[src/clic_pkg.sv]
// Purpose: Shared constants and types of the character display instruction core.
// Assumes: 10 MHz core clock; host bytes arrive as single-cycle strobes.
// Notes: Timing counts are derived here from the printed times and the clock period.
package clic_pkg;
   // Address counter and memory shapes
   localparam int AC_W = 7;
   localparam int CG_AW = 6;
   localparam int GLYPH_W = 5;
   localparam int TB_DEPTH = 80;
   localparam int CG_DEPTH = 64;
   localparam int CNT_W = 16;
   // Text buffer address map
   localparam logic [6:0] HOME_ADDR = 7'h00;
   localparam logic [6:0] LINE1_LAST = 7'h27;
   localparam logic [6:0] LINE2_BASE = 7'h40;
   localparam logic [6:0] LINE2_LAST = 7'h67;
   localparam logic [6:0] ONE_LAST = 7'h4f;
   localparam logic [6:0] LINE_LEN = 7'h28;
   localparam logic [6:0] ONE_LEN = 7'h50;
   localparam logic [7:0] SPACE_CODE = 8'h20;
   // Instruction opcode bits, highest set bit wins
   localparam int IB_CLEAR = 0;
   localparam int IB_HOME = 1;
   localparam int IB_ENTRY = 2;
   localparam int IB_DISP = 3;
   localparam int IB_SHIFT = 4;
   localparam int IB_FUNC = 5;
   localparam int IB_CGADDR = 6;
   localparam int IB_DDADDR = 7;
   // Operand fields
   localparam int ENTRY_DIR_BIT = 1;
   localparam int ENTRY_PAN_BIT = 0;
   localparam int DISP_ON_BIT = 2;
   localparam int DISP_CUR_BIT = 1;
   localparam int DISP_BLINK_BIT = 0;
   localparam int SHIFT_TGT_BIT = 3;
   localparam int SHIFT_DIR_BIT = 2;
   localparam int FUNC_DL_BIT = 4;
   localparam int FUNC_N_BIT = 3;
   localparam int FUNC_F_BIT = 2;
   // Glyph mapping
   localparam logic [2:0] CURSOR_ROW = 3'h7;
   localparam logic [4:0] ALL_LIT = 5'h1f;
   localparam logic [3:0] USER_CODE_HI = 4'h0;
   localparam logic [4:0] COMMONS_TWO = 5'h10;
   localparam logic [4:0] COMMONS_ONE = 5'h08;
   // Reset values of the mode bits
   localparam logic RST_BUS_WIDTH = 1'b1;
   localparam logic RST_STEP_UP = 1'b1;
   localparam logic RST_TWO_LINE = 1'b0;
   // Timing, printed figures in ns, counts in core cycles (longest times round down)
   localparam int CLK_PERIOD_NS = 100;
   localparam int EXEC_TIME_NS = 18500;
   localparam int CLEAR_TIME_NS = 760000;
   localparam int BLINK_TIME_NS = 185000000;
   localparam int EXEC_CYC = (EXEC_TIME_NS / CLK_PERIOD_NS < 2) ? 2 :
      EXEC_TIME_NS / CLK_PERIOD_NS;
   localparam int CLEAR_CYC = CLEAR_TIME_NS / CLK_PERIOD_NS;
   localparam int BLINK_CYC = BLINK_TIME_NS / CLK_PERIOD_NS;

   typedef enum logic [1:0] {ST_IDLE, ST_CLEAR, ST_FETCH, ST_WAIT} clic_state_e;
endpackage

[src/clic_mem_if.sv]
// Purpose: Carrier between the core and one of its memories.
// Assumes: One write port and two asynchronous read ports.
// Notes: The mem modport is the storage side.
`timescale 1ns/100ps
interface clic_mem_if #(parameter int AW = 7, parameter int W = 8);
   logic wr_en;
   logic [AW-1:0] wr_addr;
   logic [W-1:0] wr_data;
   logic [AW-1:0] rd_addr;
   logic [W-1:0] rd_data;
   logic [AW-1:0] scan_addr;
   logic [W-1:0] scan_data;
   modport mem (input wr_en, input wr_addr, input wr_data, input rd_addr,
      input scan_addr, output rd_data, output scan_data);
   modport user (output wr_en, output wr_addr, output wr_data, output rd_addr,
      output scan_addr, input rd_data, input scan_data);
endinterface

[src/clic_core.sv]
// Purpose: Instruction interpreter of a character display controller.
// Assumes: Host strobes are one cycle, synchronous to core_clk.
// Notes: Glyph ROM and segment drivers sit outside; they use the scan ports.
`timescale 1ns/100ps
module clic_core #(
   parameter int CLEAR_CYC = clic_pkg::CLEAR_CYC,
   parameter int BLINK_CYC = clic_pkg::BLINK_CYC
) (
   // Clock and reset
   input wire logic core_clk,
   input wire logic rst_b,
   // Host byte port
   input wire logic host_strobe,
   input wire logic reg_select,
   input wire logic read_write_select,
   input wire logic [7:0] host_wdata,
   output logic [7:0] host_rdata,
   // Mode and status
   output logic busy_flag,
   output logic [clic_pkg::AC_W-1:0] addr_counter,
   output logic step_direction,
   output logic auto_pan,
   output logic screen_enable,
   output logic pointer_mark_on,
   output logic flash_mark,
   output logic bus_width,
   output logic row_tally,
   output logic glyph_height,
   output logic blink_phase,
   output logic [6:0] pan_offset,
   output logic [4:0] common_count,
   // Text scan
   input wire logic scan_line,
   input wire logic [6:0] scan_col,
   output logic [7:0] scan_code,
   // Glyph scan
   input wire logic [7:0] glyph_code,
   input wire logic [2:0] glyph_row,
   input wire logic glyph_at_cursor,
   output logic [clic_pkg::GLYPH_W-1:0] glyph_pixels,
   output logic glyph_from_rom
);
   import clic_pkg::*;

   typedef struct packed {
      clic_state_e state;
      logic busy;
      logic [CNT_W-1:0] cnt;
      logic [6:0] ac;
      logic to_glyph;
      logic step_up;
      logic auto_pan;
      logic screen_enable;
      logic pointer_mark_on;
      logic flash_mark;
      logic bus_width;
      logic row_tally;
      logic glyph_height;
      logic [6:0] pan;
      logic [7:0] latch;
      logic [6:0] clr_idx;
      logic nib_second;
      logic [3:0] nib_hold;
      logic [7:0] rdata;
      logic blink_phase;
      logic [GLYPH_W-1:0] pixels;
      logic from_rom;
      logic [7:0] scan_code;
      logic [4:0] commons;
   } clic_core_s;

   clic_core_s s;
   clic_core_s next_s;

   clic_mem_if #(.AW(AC_W), .W(8)) tb ();
   clic_mem_if #(.AW(CG_AW), .W(GLYPH_W)) cg ();

   logic blink_tick;
   logic [7:0] byte_in;
   logic full;
   logic [7:0] rd_src;
   logic tb_wr;
   logic cg_wr;
   logic [6:0] tb_waddr;
   logic [7:0] tb_wdata;

   // Text buffer index from a display address
   function automatic logic [6:0] tb_index(input logic [6:0] a, input logic two);
      logic [6:0] r;
      r = a;
      if (two && a[6]) begin
         r = LINE_LEN + {1'b0, a[5:0]};
      end else if (two) begin
         r = {1'b0, a[5:0]};
      end
      return r;
   endfunction

   // Counter step with line wrap
   function automatic logic [6:0] ac_step(input logic [6:0] a, input logic up,
      input logic two, input logic glyph);
      logic [6:0] r;
      r = up ? a + 7'h01 : a - 7'h01;
      if (glyph) begin
         r = {1'b0, r[5:0]};
      end else if (two) begin
         if (up && a == LINE1_LAST) r = LINE2_BASE;
         else if (up && a == LINE2_LAST) r = HOME_ADDR;
         else if (!up && a == LINE2_BASE) r = LINE1_LAST;
         else if (!up && a == HOME_ADDR) r = LINE2_LAST;
      end else begin
         if (up && a == ONE_LAST) r = HOME_ADDR;
         else if (!up && a == HOME_ADDR) r = ONE_LAST;
      end
      return r;
   endfunction

   // Pan offset step; left shift shows later addresses
   function automatic logic [6:0] pan_step(input logic [6:0] p, input logic left,
      input logic two);
      logic [6:0] len;
      logic [6:0] r;
      len = two ? LINE_LEN : ONE_LEN;
      if (left) begin
         r = (p >= len - 7'h01) ? 7'h00 : p + 7'h01;
      end else begin
         r = (p == 7'h00) ? len - 7'h01 : p - 7'h01;
      end
      return r;
   endfunction

   // Display address seen at a screen column, all lines share one pan
   function automatic logic [6:0] view_addr(input logic line, input logic [6:0] col,
      input logic [6:0] p, input logic two);
      logic [6:0] len;
      logic [7:0] sum;
      logic [6:0] c;
      len = two ? LINE_LEN : ONE_LEN;
      sum = {1'b0, col} + {1'b0, p};
      if (sum >= {1'b0, len}) begin
         sum = sum - {1'b0, len};
      end
      c = sum[6:0];
      return (two && line) ? (LINE2_BASE | c) : c;
   endfunction

   // Storage
   clic_mem #(.AW(AC_W), .W(8), .DEPTH(TB_DEPTH)) u_text (
      .core_clk(core_clk),
      .port(tb.mem)
   );

   clic_mem #(.AW(CG_AW), .W(GLYPH_W), .DEPTH(CG_DEPTH)) u_glyph (
      .core_clk(core_clk),
      .port(cg.mem)
   );

   // Blink period divider, runs only while flashing
   clic_tick #(.PERIOD(BLINK_CYC)) u_blink (
      .core_clk(core_clk),
      .rst_b(rst_b),
      .run(s.flash_mark),
      .tick(blink_tick)
   );

   // Memory port wiring
   assign tb.wr_en = tb_wr;
   assign tb.wr_addr = tb_waddr;
   assign tb.wr_data = tb_wdata;
   assign tb.rd_addr = tb_index(s.ac, s.row_tally);
   assign tb.scan_addr = tb_index(view_addr(scan_line, scan_col, s.pan, s.row_tally),
      s.row_tally);
   assign cg.wr_en = cg_wr;
   assign cg.wr_addr = s.ac[CG_AW-1:0];
   assign cg.wr_data = byte_in[GLYPH_W-1:0];
   assign cg.rd_addr = s.ac[CG_AW-1:0];
   assign cg.scan_addr = {glyph_code[2:0], glyph_row};

   // Next state
   always_comb begin
      next_s = s;
      full = 1'b0;
      byte_in = host_wdata;
      tb_wr = 1'b0;
      cg_wr = 1'b0;
      tb_waddr = tb_index(s.ac, s.row_tally);
      tb_wdata = host_wdata;

      // Byte assembly; four-bit mode pairs high then low nibble on bits 7..4
      if (host_strobe) begin
         if (s.bus_width) begin
            full = 1'b1;
         end else begin
            next_s.nib_second = !s.nib_second;
            if (s.nib_second) begin
               full = 1'b1;
               byte_in = {s.nib_hold, host_wdata[7:4]};
            end else begin
               next_s.nib_hold = host_wdata[7:4];
            end
         end
      end

      // Read answers: status or data latch, nibble by nibble in four-bit mode
      rd_src = reg_select ? s.latch : {s.busy, s.ac};
      tb_wdata = byte_in;
      if (host_strobe && read_write_select) begin
         if (s.bus_width) begin
            next_s.rdata = rd_src;
         end else if (s.nib_second) begin
            next_s.rdata = {rd_src[3:0], 4'h0};
         end else begin
            next_s.rdata = {rd_src[7:4], 4'h0};
         end
      end

      // Accept work only while idle; busy bytes are dropped
      if (full && s.state == ST_IDLE && !(!reg_select && read_write_select)) begin
         next_s.busy = 1'b1;
         next_s.state = ST_WAIT;
         next_s.cnt = CNT_W'(EXEC_CYC);
         if (!reg_select) begin
            // Instruction decode, highest set bit first
            if (byte_in[IB_DDADDR]) begin
               next_s.ac = byte_in[6:0];
               next_s.to_glyph = 1'b0;
               next_s.state = ST_FETCH;
            end else if (byte_in[IB_CGADDR]) begin
               next_s.ac = {1'b0, byte_in[5:0]};
               next_s.to_glyph = 1'b1;
               next_s.state = ST_FETCH;
            end else if (byte_in[IB_FUNC]) begin
               next_s.bus_width = byte_in[FUNC_DL_BIT];
               next_s.row_tally = byte_in[FUNC_N_BIT];
               next_s.glyph_height = byte_in[FUNC_F_BIT];
               next_s.nib_second = 1'b0;
            end else if (byte_in[IB_SHIFT]) begin
               if (byte_in[SHIFT_TGT_BIT]) begin
                  // Bit set means right, so display moves left when clear
                  next_s.pan = pan_step(s.pan, !byte_in[SHIFT_DIR_BIT],
                     s.row_tally);
               end else begin
                  next_s.ac = ac_step(s.ac, byte_in[SHIFT_DIR_BIT], s.row_tally,
                     s.to_glyph);
                  next_s.state = ST_FETCH;
               end
            end else if (byte_in[IB_DISP]) begin
               next_s.screen_enable = byte_in[DISP_ON_BIT];
               next_s.pointer_mark_on = byte_in[DISP_CUR_BIT];
               next_s.flash_mark = byte_in[DISP_BLINK_BIT];
            end else if (byte_in[IB_ENTRY]) begin
               next_s.step_up = byte_in[ENTRY_DIR_BIT];
               next_s.auto_pan = byte_in[ENTRY_PAN_BIT];
            end else if (byte_in[IB_HOME]) begin
               next_s.ac = HOME_ADDR;
               next_s.pan = 7'h00;
               next_s.to_glyph = 1'b0;
               next_s.cnt = CNT_W'(CLEAR_CYC);
            end else if (byte_in[IB_CLEAR]) begin
               next_s.ac = HOME_ADDR;
               next_s.pan = 7'h00;
               next_s.to_glyph = 1'b0;
               next_s.step_up = 1'b1;
               next_s.clr_idx = 7'h00;
               next_s.cnt = CNT_W'(CLEAR_CYC);
               next_s.state = ST_CLEAR;
            end
         end else if (!read_write_select) begin
            // Data write to the selected memory, then step
            tb_wr = !s.to_glyph;
            cg_wr = s.to_glyph;
            next_s.ac = ac_step(s.ac, s.step_up, s.row_tally, s.to_glyph);
            if (s.auto_pan && !s.to_glyph) begin
               next_s.pan = pan_step(s.pan, s.step_up, s.row_tally);
            end
         end else begin
            // Data read consumed; step and refill the latch
            next_s.ac = ac_step(s.ac, s.step_up, s.row_tally, s.to_glyph);
            next_s.state = ST_FETCH;
         end
      end

      // Execution timing
      unique case (s.state)
         ST_IDLE: begin
         end
         ST_CLEAR: begin
            tb_wr = 1'b1;
            tb_waddr = s.clr_idx;
            tb_wdata = SPACE_CODE;
            next_s.clr_idx = s.clr_idx + 7'h01;
            next_s.cnt = s.cnt - CNT_W'(1);
            if (s.clr_idx == 7'(TB_DEPTH - 1)) begin
               next_s.state = ST_WAIT;
            end
         end
         ST_FETCH: begin
            next_s.latch = s.to_glyph ? {3'h0, cg.rd_data} : tb.rd_data;
            next_s.cnt = s.cnt - CNT_W'(1);
            next_s.state = ST_WAIT;
         end
         ST_WAIT: begin
            if (s.cnt <= CNT_W'(1)) begin
               next_s.state = ST_IDLE;
               next_s.busy = 1'b0;
            end else begin
               next_s.cnt = s.cnt - CNT_W'(1);
            end
         end
      endcase

      // Blink phase toggles each period while flashing
      if (!s.flash_mark) begin
         next_s.blink_phase = 1'b0;
      end else if (blink_tick) begin
         next_s.blink_phase = !s.blink_phase;
      end

      // Glyph pixels for the display scan
      next_s.from_rom = glyph_code[7:4] != USER_CODE_HI;
      next_s.pixels = next_s.from_rom ? '0 : cg.scan_data;
      if (glyph_at_cursor && s.pointer_mark_on && glyph_row == CURSOR_ROW) begin
         next_s.pixels = next_s.pixels | ALL_LIT;
      end
      if (glyph_at_cursor && s.flash_mark && s.blink_phase) begin
         next_s.pixels = ALL_LIT;
      end
      if (!s.screen_enable) begin
         next_s.pixels = '0;
      end
      next_s.scan_code = tb.scan_data;
      next_s.commons = s.row_tally ? COMMONS_TWO : COMMONS_ONE;
   end

   // State register
   always_ff @(posedge core_clk or negedge rst_b) begin
      if (!rst_b) begin
         s <= '0;
         s.state <= ST_IDLE;
         s.step_up <= RST_STEP_UP;
         s.bus_width <= RST_BUS_WIDTH;
         s.row_tally <= RST_TWO_LINE;
         s.commons <= COMMONS_ONE;
      end else begin
         s <= next_s;
      end
   end

   // Outputs straight from the state register
   assign host_rdata = s.rdata;
   assign busy_flag = s.busy;
   assign addr_counter = s.ac;
   assign step_direction = s.step_up;
   assign auto_pan = s.auto_pan;
   assign screen_enable = s.screen_enable;
   assign pointer_mark_on = s.pointer_mark_on;
   assign flash_mark = s.flash_mark;
   assign bus_width = s.bus_width;
   assign row_tally = s.row_tally;
   assign glyph_height = s.glyph_height;
   assign blink_phase = s.blink_phase;
   assign pan_offset = s.pan;
   assign common_count = s.commons;
   assign scan_code = s.scan_code;
   assign glyph_pixels = s.pixels;
   assign glyph_from_rom = s.from_rom;
endmodule

[src/clic_mem.sv]
// Purpose: Small storage array with one write port and two read ports.
// Assumes: Contents are not reset; the core clears what it must.
// Notes: Addresses past the depth read as zero and drop writes.
`timescale 1ns/100ps
module clic_mem #(
   parameter int AW = 7,
   parameter int W = 8,
   parameter int DEPTH = 80
) (
   // Clock
   input wire logic core_clk,
   // Access ports
   clic_mem_if.mem port
);
   logic [W-1:0] cells [DEPTH];

   // Write on the rising edge
   always_ff @(posedge core_clk) begin
      if (port.wr_en && (int'(port.wr_addr) < DEPTH)) begin
         cells[port.wr_addr] <= port.wr_data;
      end
   end

   // Asynchronous reads for host and display scan
   assign port.rd_data = (int'(port.rd_addr) < DEPTH) ? cells[port.rd_addr] : '0;
   assign port.scan_data = (int'(port.scan_addr) < DEPTH) ? cells[port.scan_addr] : '0;
endmodule

[src/clic_tick.sv]
// Purpose: Divider giving a one-cycle pulse every PERIOD cycles while enabled.
// Assumes: Single core clock.
// Notes: Disabling restarts the count.
`timescale 1ns/100ps
module clic_tick #(
   parameter int PERIOD = 1850000
) (
   // Clock and reset
   input wire logic core_clk,
   input wire logic rst_b,
   // Control and pulse
   input wire logic run,
   output logic tick
);
   localparam int TW = $clog2(PERIOD + 1);
   typedef struct packed {
      logic [TW-1:0] cnt;
      logic tick;
   } clic_tick_s;
   clic_tick_s s;
   clic_tick_s next_s;

   // Count up and pulse at the end of each period
   always_comb begin
      next_s = s;
      next_s.tick = 1'b0;
      if (!run) begin
         next_s.cnt = '0;
      end else if (s.cnt == TW'(PERIOD - 1)) begin
         next_s.cnt = '0;
         next_s.tick = 1'b1;
      end else begin
         next_s.cnt = s.cnt + TW'(1);
      end
   end

   always_ff @(posedge core_clk or negedge rst_b) begin
      if (!rst_b) begin
         s <= '0;
      end else begin
         s <= next_s;
      end
   end

   assign tick = s.tick;
endmodule
[config.mk]
export PLATFORM = sky130hd
export DESIGN_NAME = clic_core
export DESIGN_NICKNAME = d
export VERILOG_FILES = /design/src/clic_pkg.sv /design/src/clic_mem_if.sv /design/src/clic_core.sv /design/src/clic_mem.sv /design/src/clic_tick.sv
export SDC_FILE = /design/constraint.sdc
export NUM_CORES = 1
export LEC_CHECK = 0
export ABC_AREA = 0
export BUFFER_PORTS_ARGS = -buffer_cell sky130_fd_sc_hd__buf_2
export CAP_MARGIN = 10
export CORE_MARGIN = 2
export CORE_UTILIZATION = 50
export CTS_CLUSTER_SIZE = 8
export DETAILED_ROUTE_END_ITERATION = 10
export PLACE_DENSITY = 0.66
export SYNTH_ARGS = -nofsm -noshare
export SYNTH_HDL_FRONTEND = slang
export SYNTH_SLANG_ARGS = --single-unit
[constraint.sdc]
create_clock -name core_clk -period 5.9 [get_ports core_clk]
set_input_delay 0.885 -clock core_clk [delete_from_list [all_inputs] [get_ports core_clk]]
set_output_delay 0.885 -clock core_clk [all_outputs]
set_load 0.01 [all_outputs]
Word level (Yosys, flattened, before mapping)
Memory sizes are Yosys's and may differ from the RTL's. Index checks and enable logic that the tools add are counted.

Register bits after elaboration: 112. Bits in read-only memories: 0. RAM bits: 960. Bits of input ports: 33. Output and inout port bits: 51. Memories kept: 2. Bits in latches: 0. Logic and storage cells: 278.

Memories: u_text.cells (words 80, width 8, rd ports 2, clocked after memory_dff 0, wr ports 1, RTL line clic_mem.sv:15) `logic [W-1:0] cells [DEPTH];`; u_glyph.cells (words 64, width 5, rd ports 2, clocked after memory_dff 0, wr ports 1, RTL line clic_mem.sv:15).

Bitwise logic cells: 8. Shifts and indexed selects: 0. Reductions and logical operators: 47. Order comparisons: 6. Multiply operators: 0. Equal/unequal tests: 38. $add $sub $neg: 12. Mux-type cells: 139. Div/mod/pow operators: 0.

Operators by type and width (count): 7-bit 2-to-1 mux (49); 25-bit 2-to-1 mux (9); 8-bit 2-to-1 mux (16); 16-bit 2-to-1 mux (5); 24-bit 2-to-1 mux (2); 21-bit 2-to-1 mux (2); 42-bit 2-to-1 mux (1); 5-bit 2-to-1 mux (7); 16-bit case mux with 2 select lines (1); 15-bit 2-to-1 mux (2); 29-bit 2-to-1 mux (1); 7-bit == test, second input constant (4); 26-bit 2-to-1 mux (1); 1-bit 2-to-1 mux (25); 1-bit logical AND (23); 22-bit 2-to-1 mux (1); 2-bit by 1-bit inequality test with 1-bit output, second input constant (11); 21-bit by 1-bit adder with 21-bit output, second input constant (1); 7-bit by 1-bit adder with 7-bit output, second input constant (3); 21-bit == test, second input constant (1); 7-bit < comparator, second input constant (3); 7-bit by 1-bit subtractor with 7-bit output, second input constant (3); 2-bit 2-to-1 mux (10); 10-bit AND reduction (2); 37 further kinds (67).

Depth between registers and ports, before layout
Word-level depth: 24. Gate-level depth with buffers: 21. Depth with buffers taken out: 20.

By module
A second synthesis with hierarchy kept.

Cells, all modules: 3275. Area total of the unflattened synthesis: 53448.8 µm².

By module, submodules not included: clic_mem (u_text) (sequential area each 19218.4 µm², area an instance 30137.7 µm², cells an instance 1512, times used 1); clic_mem (u_glyph) (sequential area each 9609.2 µm², area an instance 15366.0 µm², cells an instance 881, times used 1); clic_core (sequential area each 2180.8 µm², area an instance 6792.8 µm², cells an instance 763, times used 1); clic_tick (sequential area each 550.5 µm², area an instance 1152.4 µm², cells an instance 119, times used 1).

Worst setup path after synthesis
No wires, ideal clock.

Path kind: input-to-reg. Start: in scan_col[0]. End: reg s, in the netlist scan_code[5]. Required time: 5.778 ns. Setup time: 0.122 ns. Path buffers: 1. Data arrival time: 4.767 ns. Stages on the path: 20. Path slack: 1.011 ns. Path through: ha_1 > inv_1 > fa_1 > nor2b_1 > o31a_1 > o311ai_1 > ha_1 > nand4_1 > nor4b_2 > nor3_2 > nand2_1 > mux2i_4 > ha_1 > inv_1 > o311ai_1 > xor2_1 > clkbuf_1 > mux4_2 > o21ai_0 > o2bb2ai_1.

RTL lines: start, declared (RTL line clic_core.sv:34) `input wire logic [6:0] scan_col,`; end signal, assigned (RTL line clic_core.sv:345) `s <= next_s;`; end, declared (RTL line clic_core.sv:72) `clic_core_s s;`.

==> qor.csv <==
stage;metric;value;unit
logic_synthesis;synthesis-stage register bit count;1069;
drt;Initial DRC Count;5559;
logic_synthesis;sequential fraction of the synthesis area;0.625;
global_routing;initial antenna violation count;3;
cells_and_area;commonest non-fill, non-tap cells in the layout;edfxtp_1, a22oi_1, mux4_2;
setup_path;Worst path depth;20;
power;Peak VDD IR;0.000318;V
clocking;H-tree Lvls;4;
drt;post-route ant nets;0;
global_routing;GRT overflow;0;
timing;setup tns final;0;ps
drt;DR vias;34900;
floorplan;num rows;116;
setup_path;CP max stage delay;560;ps
setup_path;crit-path max FO;24;
placed_design;post-DP HPWL;96100;um
setup_path;Crit path max-delay family;adder cells;
cells_and_area;share of cells above drive strength 1;0.205;
floorplan;Initial Util;0.504;
global_routing;global-route wire length before repair;230000;um
clocking;Clock Pin Slew Worst Setup and Hold Paths;50;ps
cells_and_area;Nets;3599;
placed_design;Final GP Congestion;0.907;
timing;Setup Skew;33.9;ps
global_routing;largest net degree at the start of global routing;112;
drt;routed metal-1 wire length;59100;um
drt;drt total wl;157000;um
cells_and_area;commonest non-fill, non-tap cell in the layout;edfxtp_1;
status;status;complete, no violations;
clocking;# hold bufs at CTS;0;
clocking;CTS buffer count;152;
placed_design;setup slack at placement;240;ps
timing;setup ws final;663;ps
global_routing;vias in the first global route;33500;
setup_path;FF-to-FF setup slack;660;ps
worst_hold_path;worst hold path class;input pin to asynchronous set/reset pin;
floorplan;CORE AREA;0.100;sq mm
power;leakage power;18.7;nW
timing;Final Hold Fails;0;
clocking;CTS-repair resized insts;0;
drt;DR vias/cell;7.13;
drt;metal3 WL;21800;um
setup_path;crit start category;register;
logic_synthesis;number of flops mapped to enable cells by yosys;960;
setup_path;Worst Setup End Kind;register;
timing;Rel. slew slack;0.145;
power;Power Density;308;mW/mm^2
setup_path;CP required;6520;ps
setup_path;Crit Path Category;register to register;
cells_and_area;fillers;7692;
clocking;Clock Tree Buf Depth;3;
drt;metal2 WL;71000;um
drt;top sig layer;met5;
logic_synthesis;Primary FF master, synth;edfxtp_1;
setup_path;critical-path cell list;ha_4 > inv_1 > fa_4 > nor2b_1 > o31a_1 > o311ai_1 > ha_1 > nand4_1 > nor4b_2 > nor3_2 > nand2_1 > mux2i_4 > ha_1 > inv_1 > o311ai_1 > xor2_2 > buf_12 > mux4_2 > o21ai_0 > o2bb2ai_1;
timing;Setup-failing EPs final;0;
logic_synthesis;Synth warnings;0;
clocking;clk root buf;clkbuf_16;
floorplan;# IOs;84;
clocking;clk_lat worst skew;780;ps
timing;fin. max-slew vios;0;
setup_path;Critical Path AT;5860;ps
drt;DR pass1 iterations;6;
floorplan;Die X;322;um
timing;Tcrit/Tclk final;0.888;
setup_path;Worst R2R Path Depth;20;
floorplan;die height;322;um
clocking;clock sinks;1069;
cells_and_area;layout overhead on the synthesized area;13.0;%
logic_synthesis;Synth Area per Inst;14.7;sq um
logic_synthesis;Netlist cell types;83;
clocking;CTS tree;done;
floorplan;die area;0.104;sq mm
drt;routed len/inst;32.1;um
setup_path;slowest cell on the critical path;o21ai_0;
timing;Max Clock Freq;0.191;GHz
timing;crit path time final;5240;ps
global_routing;GR Util All Layers;0.304;
timing;pin slew with the least headroom to its limit;1280;ps
drt;Residual DRC;0;
setup_path;worst path bufs/invs;3;
logic_synthesis;synthesized area;0.0505;sq mm
timing;RSZ-0062 raised after global routing;false;
timing;hold_ws;249;ps
flow_run;# Max-Cap Violations;0;
logic_synthesis;synthesized instance count;3430;
logic_synthesis;asr flop ratio synth;0.102;
clocking;Post-CTS Setup Inserts;0;
placed_design;input/output buffers;79;
## where the power goes
group / internal (mW) / switching [mW] / leakage [nW]
clock: 4.69 / 3.22 / 2.04
combinational: 0.501 / 0.809 / 6.64
sequential: 8.30 / 0.0294 / 9.99
total: 13.5 / 4.06 / 18.7
## synthesized netlist by cell type, drive strengths merged (39+ instances only)
| master | count | share of area |
|---|---|---|
| o21ai | 111 | 0.011 |
| dfrtp | 106 | 0.053 |
| nand2 | 176 | 0.013 |
| nor2 | 283 | 0.021 |
| a22oi | 310 | 0.046 |
| a31oi | 55 | 0.0068 |
| edfxtp | 960 | 0.57 |
| a21oi | 67 | 0.0066 |
| mux4 | 278 | 0.12 |
| nand3 | 86 | 0.0085 |
| nand4 | 96 | 0.012 |
| clkbuf | 192 | 0.014 |
| buf | 97 | 0.011 |
| mux2i | 51 | 0.010 |
| inv | 39 | 0.0029 |
| a22o | 92 | 0.016 |
| a221oi | 86 | 0.015 |
## stage by stage
step	power (mW)	cells	cell area [sq um]	utilization
4_1_cts	17.6	4897	57000	0.569
3_3_place_gp	9.73	4676	52800	0.527
5_1_grt	18.0	4898	57000	0.570
2_1_floorplan	9.32	3432	50500	-
3_5_place_dp	9.75	4676	52800	0.527
6_report	17.5	4899	57000	0.570
## final timing paths
kind / to / from
worst max register to register: scan_code[1] / pan_offset[0]
worst max-delay path: scan_code[1] / pan_offset[0]
min in group core_clk: s[28] / host_wdata[4]
worst min-delay path: u_blink.s[19] / rst_b
worst min register to register: host_rdata[2] / host_rdata[2]
max in group asynchronous: s[43] / rst_b
## kinds of logic (layout without fill, tap and decap cells)
group | Yosys count | in the layout | synth area share
flip-flops | 1069 | 1069 | 0.625
AO/OA/AOI/OAI | 861 | 861 | 0.124
AND/OR/NAND/NOR | 753 | 753 | 0.0688
multiplexers | 342 | 342 | 0.137
buffers and inverters | 330 | 498 | 0.0282
XOR/XNOR | 41 | 41 | 0.00763
adder cells (fa/ha/maj) | 33 | 33 | 0.00848
other | 1 | 4 | 0.0000743
## routing by layer
layer  track usage  vias up
li1              -    14300
met1         0.426    17600
met2         0.454     2677
met3        0.0925      400
met4         0.107        4
met5             0        -
## final cells by class
class | instances | area [sq um] | area share
Sequential cell | 1069 | 31600 | 0.553
Multi-Input combinational cell | 2033 | 17700 | 0.310
Clock buffer | 206 | 4010 | 0.0702
Timing Repair Buffer | 236 | 1770 | 0.0310
Tap cell | 1298 | 1620 | 0.0285
Clock inverter | 15 | 218 | 0.00382
Inverter | 41 | 154 | 0.00270
Antenna cell | 1 | 2.50 | 0.0000439
## sequential cells by signal (all words and copies together), names as in the netlist, 2 cells and up
| register | count |
|---|---|
| u_text.cells | 640 |
| u_glyph.cells | 320 |
| s | 39 |
| u_blink.s | 21 |
| host_rdata | 8 |
| scan_code | 8 |
| addr_counter | 7 |
| pan_offset | 7 |
| glyph_pixels | 5 |
| common_count | 2 |
No activity file was read; power rests on OpenSTA's default activity.
